===== config.mk =====
export PLATFORM = sky130hd
export DESIGN_NAME = qmd_core
export DESIGN_NICKNAME = d
export VERILOG_FILES = /design/src/qmd_pkg.sv /design/src/qmd_period_timer.sv /design/src/qmd_core.sv
export VERILOG_INCLUDE_DIRS = /design/src
export SDC_FILE = /design/constraint.sdc
export NUM_CORES = 1
export LEC_CHECK = 0
export BUFFER_PORTS_ARGS = -buffer_cell sky130_fd_sc_hd__buf_4
export CAP_MARGIN = 20
export CORE_MARGIN = 4
export CORE_UTILIZATION = 40
export CTS_CLUSTER_SIZE = 10
export DETAILED_ROUTE_END_ITERATION = 8
export GPL_TIMING_DRIVEN = 0
export PLACE_DENSITY = 0.59
export SLEW_MARGIN = 20
export SYNTH_ARGS = -nofsm -noshare
export SYNTH_HDL_FRONTEND = slang
export SYNTH_SLANG_ARGS = --single-unit

===== constraint.sdc =====
create_clock -name sys_clk_i -period 5.12 [get_ports sys_clk_i]
set_input_delay 1.024 -clock sys_clk_i [delete_from_list [all_inputs] [get_ports sys_clk_i]]
set_output_delay 1.024 -clock sys_clk_i [all_outputs]
set_load 0.03 [all_outputs]

===== src/qmd_regs.svh =====
// Register offsets, field positions and reset values of the quadrature motion decoder.
`ifndef QMD_REGS_SVH
`define QMD_REGS_SVH
// ----------------------------------------------------------------------
// Offsets
// ----------------------------------------------------------------------
`define QMD_OFF_CTRL      8'h00
`define QMD_OFF_PERIOD    8'h04
`define QMD_OFF_SAMPLE    8'h08
`define QMD_OFF_ACC       8'h0C
`define QMD_OFF_DBL       8'h10
`define QMD_OFF_STATUS    8'h14
`define QMD_OFF_MASK      8'h18
`define QMD_OFF_STATE     8'h1C
// ----------------------------------------------------------------------
// Fields
// ----------------------------------------------------------------------
`define QMD_CTRL_START    0
`define QMD_CTRL_STOP     1
`define QMD_CTRL_CLEAR    2
`define QMD_EV_READY      0
`define QMD_EV_STOPPED    1
// ----------------------------------------------------------------------
// Reset values
// ----------------------------------------------------------------------
`define QMD_RST_PERIOD    16'h0007
`define QMD_RST_MASK      2'h0
`endif


===== src/qmd_pkg.sv =====
// Types shared by the quadrature motion decoder files.
package qmd_pkg;
   localparam int ACC_W = 32;
   typedef enum logic [1:0] {QMD_IDLE, QMD_PRIME, QMD_RUN} qmd_state_t;
   typedef struct packed {
      logic       a;
      logic       b;
   } qmd_pair_t;
   typedef struct packed {
      logic        wr;
      logic        rd;
      logic [7:0]  addr;
      logic [31:0] wdata;
   } qmd_bus_t;
   typedef struct packed {
      qmd_state_t        state;
      qmd_pair_t         prev;
      logic [2:0]        sample;
      logic [ACC_W-1:0]  acc;
      logic [ACC_W-1:0]  dbl;
      logic [15:0]       period;
      logic [1:0]        status;
      logic [1:0]        mask;
      logic [31:0]       rdata;
   } qmd_regs_t;
endpackage


===== src/qmd_period_timer.sv =====
// Sample-interval timer of the quadrature motion decoder.
`timescale 1ns/1ps
`default_nettype none
module qmd_period_timer #(
   parameter int PERIOD_W = 16
) (
   input  wire logic                sys_clk_i,
   input  wire logic                rstn_i,
   input  wire logic                run_i,
   input  wire logic [PERIOD_W-1:0] period_i,
   output logic                     tick_o
);
   logic [PERIOD_W-1:0] cnt_q;
   logic [PERIOD_W-1:0] cnt_d;

   // The interval is period_i plus one cycles, so a zero period still advances.
   always_comb begin
      cnt_d = cnt_q + {{(PERIOD_W-1){1'b0}}, 1'b1};
      if (!run_i || cnt_q >= period_i) begin
         cnt_d = '0;
      end
   end

   assign tick_o = run_i && (cnt_q >= period_i);

   always_ff @(posedge sys_clk_i or negedge rstn_i) begin
      if (!rstn_i) begin
         cnt_q <= '0;
      end else begin
         cnt_q <= cnt_d;
      end
   end
endmodule
`default_nettype wire


===== src/qmd_core.sv =====
// Quadrature motion decoder core with register port and interrupt.
//
// Added by the designer: the register offsets and strobed register access.
`timescale 1ns/1ps
`default_nettype none
`include "qmd_regs.svh"
module qmd_core (
   input  wire logic        sys_clk_i,
   input  wire logic        rstn_i,
   input  wire logic        phase_a_i,
   input  wire logic        phase_b_i,
   input  wire logic [7:0]  addr_i,
   input  wire logic [31:0] wdata_i,
   input  wire logic        wr_i,
   input  wire logic        rd_i,
   output logic [31:0]      rdata_o,
   output logic             irq_o,
   output logic             running_o
);
   qmd_pkg::qmd_regs_t r_q;
   qmd_pkg::qmd_regs_t r_d;
   qmd_pkg::qmd_bus_t  bus;
   qmd_pkg::qmd_pair_t cur;
   logic               tick;
   logic               timer_run;
   logic               start_req;
   logic               stop_req;
   logic               clr_req;
   logic               both_chg;
   logic               any_chg;
   logic               step_up;
   logic [1:0]         ev_set;
   logic [1:0]         ev_clr;

   // ----------------------------------------------------------------------
   // Sample timer
   // ----------------------------------------------------------------------
   assign timer_run = (r_q.state != qmd_pkg::QMD_IDLE);

   qmd_period_timer #(
      .PERIOD_W (16)
   ) u_timer (
      .sys_clk_i (sys_clk_i),
      .rstn_i    (rstn_i),
      .run_i     (timer_run),
      .period_i  (r_q.period),
      .tick_o    (tick)
   );

   // ----------------------------------------------------------------------
   // Decode and registers
   // ----------------------------------------------------------------------
   assign bus       = '{wr: wr_i, rd: rd_i, addr: addr_i, wdata: wdata_i};
   assign cur       = '{a: phase_a_i, b: phase_b_i};
   assign start_req = bus.wr && bus.addr == `QMD_OFF_CTRL && bus.wdata[`QMD_CTRL_START];
   assign stop_req  = bus.wr && bus.addr == `QMD_OFF_CTRL && bus.wdata[`QMD_CTRL_STOP];
   assign clr_req   = bus.wr && bus.addr == `QMD_OFF_CTRL && bus.wdata[`QMD_CTRL_CLEAR];
   assign any_chg   = (cur != r_q.prev);
   assign both_chg  = (cur.a != r_q.prev.a) && (cur.b != r_q.prev.b);
   // Forward steps are exactly those where the new A equals the old B.
   assign step_up   = (cur.a == r_q.prev.b);

   always_comb begin
      r_d    = r_q;
      ev_set = 2'h0;
      ev_clr = 2'h0;
      r_d.rdata = 32'h0000_0000;
      case (r_q.state)
         qmd_pkg::QMD_IDLE: begin
            if (start_req && !stop_req) begin
               r_d.state = qmd_pkg::QMD_PRIME;
            end
         end
         qmd_pkg::QMD_PRIME: begin
            if (tick) begin
               r_d.prev  = cur;
               r_d.state = qmd_pkg::QMD_RUN;
            end
         end
         qmd_pkg::QMD_RUN: begin
            if (tick) begin
               r_d.prev = cur;
               ev_set[`QMD_EV_READY] = 1'b1;
               if (!any_chg) begin
                  r_d.sample = 3'h0;
               end else if (both_chg) begin
                  r_d.sample = 3'h2;
                  r_d.dbl    = r_q.dbl + 1'b1;
               end else if (step_up) begin
                  r_d.sample = 3'h1;
                  r_d.acc    = r_q.acc + 1'b1;
               end else begin
                  r_d.sample = 3'h7;
                  r_d.acc    = r_q.acc - 1'b1;
               end
            end
         end
         default: begin
            r_d.state = qmd_pkg::QMD_IDLE;
         end
      endcase
      if (stop_req) begin
         r_d.state = qmd_pkg::QMD_IDLE;
         ev_set[`QMD_EV_STOPPED] = 1'b1;
      end
      if (clr_req) begin
         r_d.acc = '0;
         r_d.dbl = '0;
      end
      if (bus.wr && bus.addr == `QMD_OFF_PERIOD) begin
         r_d.period = bus.wdata[15:0];
      end else if (bus.wr && bus.addr == `QMD_OFF_MASK) begin
         r_d.mask = bus.wdata[1:0];
      end
      if (bus.rd) begin
         if (bus.addr == `QMD_OFF_PERIOD) begin
            r_d.rdata = {16'h0000, r_q.period};
         end else if (bus.addr == `QMD_OFF_SAMPLE) begin
            r_d.rdata = {{29{r_q.sample[2]}}, r_q.sample};
         end else if (bus.addr == `QMD_OFF_ACC) begin
            r_d.rdata = r_q.acc;
         end else if (bus.addr == `QMD_OFF_DBL) begin
            r_d.rdata = r_q.dbl;
         end else if (bus.addr == `QMD_OFF_STATUS) begin
            r_d.rdata = {30'h0000_0000, r_q.status};
            ev_clr    = 2'h3;
         end else if (bus.addr == `QMD_OFF_MASK) begin
            r_d.rdata = {30'h0000_0000, r_q.mask};
         end else if (bus.addr == `QMD_OFF_STATE) begin
            r_d.rdata = {30'h0000_0000, r_q.state};
         end else begin
            r_d.rdata = 32'h0000_0000;
         end
      end
      // A new event beats the clear of a status read in the same cycle.
      r_d.status = (r_q.status & ~ev_clr) | ev_set;
   end

   always_ff @(posedge sys_clk_i or negedge rstn_i) begin
      if (!rstn_i) begin
         r_q        <= '0;
         r_q.state  <= qmd_pkg::QMD_IDLE;
         r_q.period <= `QMD_RST_PERIOD;
         r_q.mask   <= `QMD_RST_MASK;
      end else begin
         r_q <= r_d;
      end
   end

   assign rdata_o   = r_q.rdata;
   assign irq_o     = |(r_q.status & r_q.mask);
   assign running_o = (r_q.state == qmd_pkg::QMD_RUN);

   // Cycles since the last tick, so the interval can be held against the period.
   logic [16:0] gap_q;
   logic        seen_q;
   always_ff @(posedge sys_clk_i or negedge rstn_i) begin
      if (!rstn_i) begin
         gap_q  <= 17'h0_0000;
         seen_q <= 1'b0;
      end else if (!timer_run || tick) begin
         gap_q  <= 17'h0_0001;
         seen_q <= timer_run;
      end else begin
         gap_q  <= gap_q + 17'h0_0001;
      end
   end
endmodule
`default_nettype wire


==> flow_summary.yaml <==
floorplanning:
  row_count: 53
  coreArea_mm2: 0.02115
  start_util_pct: 40.95
  ios: 80
  die_x_um: 155.2
  die_area_mm2: 0.02407
  die_y_um: 155.2
cts:
  cts_resized: 0
  cts_made_buffers: 17
  post_cts_buffers: 0
  htree_num_levels: 4
  clock_latency_ns: 0.43
  cts_tree: "yes"
  cts_buffer_depth: 2
  path_clk_slew_ns: 0.06
  cts_hold_buf: 0
  cts_root_buffer: "clkbuf_16"
  clkSinkCount: 139
setup_path:
  crit_top_cell: "a21oi_1"
  critPathCaptureType: "register"
  setup.worst_path.class: "primary input to register"
  critical_path.top_delay_family: "compound AO/OA/AOI/OAI gates"
  cp_num_buf_inv: 2
  required_ns: 5.47
  setup.worst_path.start_class: "primary input"
  cp_max_fo: 24
  arrival_ns: 4.31
  path_cells: "buf_4, xor2_4, buf_16, ha_1, a211oi_1, a21oi_1, o31ai_1, o21ai_1, a21o_1, a21oi_1, o211ai_1, o31a_1, o21ai_0"
  cp_slowest_cell: "o31ai_1"
  cpPeakStageDelay_ns: 0.52
cells_and_area:
  nets: 1147
  final_cell_mix: "dfrtp_1, a21oi_1, nor2_1, buf_4, nand2_1"
  diodes: 0
  fin_area_mm2: 0.01013
  fillerInstances: 2028
  syn_to_final_growth_pct: 16.97
  layout_commonest_cell: "dfrtp_1"
  layout-drive-gt1-share_pct: 16.93
logic_synthesis:
  synth_area_mm2: 0.008662
  ys_seq_elements: 139
  yosys-top-cells-area: "dfrtp_1, ha_1, a21oi_1"
  yosys_warnings: 0
  synth_top_area_share_pct: 39.29
  yosysTopAreaCell: "dfrtp_1"
  yosysSeqAreaShare_pct: 40.20
  synth-main-ff-cell: "dfrtp_1"
  synth_edf_count: 0
  post_synth_num_cell_types: 64
  synthArstFlopShare_pct: 100.0
  syn_inst: 960
  syn_nets: 1063
  synth_area_per_cell_um2: 9.023
sta:
  setup_viol: 0
  post-route-min-period_ns: 3.961
  rsz0062_at_grt: "no"
  fmax_mhz: 252.4
  tightest_slew_ns: 0.7909
  whs_ns: 0.4760
  fin_skew_ns: 0.01070
  post-route-period-util_pct: 77.37
  drv_slew: 0
  timing.setup.tns_ns: 0
  slew_headroom_pct: 46.87
  hold_viol_final: 0
grt:
  grt_pass1_wl_um: 35620
  grt_max_degree: 91
  antenna_found_initial: 0
  grt_pass1_vias: 6762
  grt-ovfl-total: 0
  track_usage_pct: 18.35
flow_run:
  max-cap-violations: 0
power_and_ir_drop:
  p_leak_nw: 4.830
  powerDensity_mw_per_mm2: 521.7
  max-vdd-ir-drop_mv: 0.2109
route:
  routed_wl_um: 21420
  top_layer_used: "met4"
  firstDrtPassIters: 6
  vias: 7009
  drtIter0Drc: 492
  routed-wl-met2_um: 9945
  drc_errors: 0
  via_per_inst: 5.262
  ant_nets: 0
  route.met3.wl_um: 893
  met1_length_um: 10260
  avgRoutedWirePerCell_um: 16.08
hold_path:
  holdCritPathClass: "primary input to asynchronous set/reset pin"
place:
  placed_area_mm2: 0.009560
  place_congestion: 0.8306
  hpwl_um: 15960
  port_buffers: 63
outcome:
  status: "finished clean"
==> metal layers <==
| layer | vias up | GRT usage (%) |
|---|---|---|
| li1 | 3481 | - |
| met1 | 3357 | 26.47 |
| met2 | 149 | 28.68 |
| met3 | 22 | 2.476 |
| met4 | 0 | 5.803 |
| met5 | - | 0 |
==> path summary, 6_finish.rpt <==
check,from,endpoint,slack (ns),cells past startpoint
max,phase_a_i,r_q[111],1.16,13
min,rstn_i,r_q[109],0.48,1
max reg2reg,r_q[119],r_q[111],1.45,12
min reg2reg,r_q[117],r_q[117],0.48,2
max in group asynchronous,rstn_i,r_q[38],3.82,2
min in group sys_clk_i,r_q[117],r_q[117],0.48,2
==> cell families after synthesis <==
| kind of cell | after synthesis | share of synthesized area (%) |
|---|---|---|
| buf+inv | 121 | 6.876 |
| mux | 28 | 3.828 |
| simple gates | 320 | 17.62 |
| fa+ha+maj | 57 | 8.320 |
| compound gates | 222 | 15.77 |
| xor+xnor | 73 | 7.381 |
| flops | 139 | 40.20 |
==> sequential cells by signal (all words and copies together), names as in the netlist <==
name and count:
r_q 91, rdata_o 32, u_timer.cnt_q 16
==> cells in the mapped netlist (all sizes together), types with 2 or more instances <==
cell type / number
nand3: 34
ha: 56
nor3: 9
or3: 6
nor4b: 2
mux2i: 5
nand2: 91
nand4b: 2
o21ai: 36
and4: 4
and3: 15
a22o: 3
mux4: 2
mux2: 21
nor2: 99
o2111ai: 2
a2111oi: 2
xnor2: 21
o211ai: 6
nor2b: 19
a31oi: 6
o31ai: 2
clkbuf: 26
dfstp: 3
a311o: 2
buf: 46
a21oi: 112
o21a: 5
a21o: 19
dfrtp: 136
nand2b: 5
inv: 49
o31a: 2
xor2: 52
and2: 11
a211oi: 7
a221oi: 10
nand4: 16
nor4: 3
==> through the flow <==
step | setup WS (ns) | cells | util, % | total power, W
after floorplan | 0.2923 | 960 | - | 0.003454
after global placement | -1.252 | 1298 | 44.81 | 0.004004
after detailed placement | 0.6977 | 1300 | 45.19 | 0.004069
after CTS | 1.137 | 1332 | 47.90 | 0.005288
after global routing | 0.8627 | 1332 | 47.90 | 0.005733
final | 1.159 | 1332 | 47.90 | 0.005286
==> power by group <==
group	switching (W)	total, W	internal, W	leakage [nW]
registers	0.000190	0.00146	0.00127	1.85
clock network	0.000508	0.00121	0.000698	0.273
logic	0.00154	0.00262	0.00108	2.70
==> final cells by class <==
class                   count  area [µm²]  share of cell area [%]
clock buffers              20       456.7                   4.507
inverters                  49       183.9                   1.815
multi-input cells         700        4603                   45.43
well taps                 275       344.1                   3.396
clock inverters            12       115.1                   1.136
plain buffers              72       411.6                   4.063
flip-flops and latches    139        3482                   34.37
repair buffers             65       535.5                   5.285
Note: power is estimated with default switching activity, not from simulation.
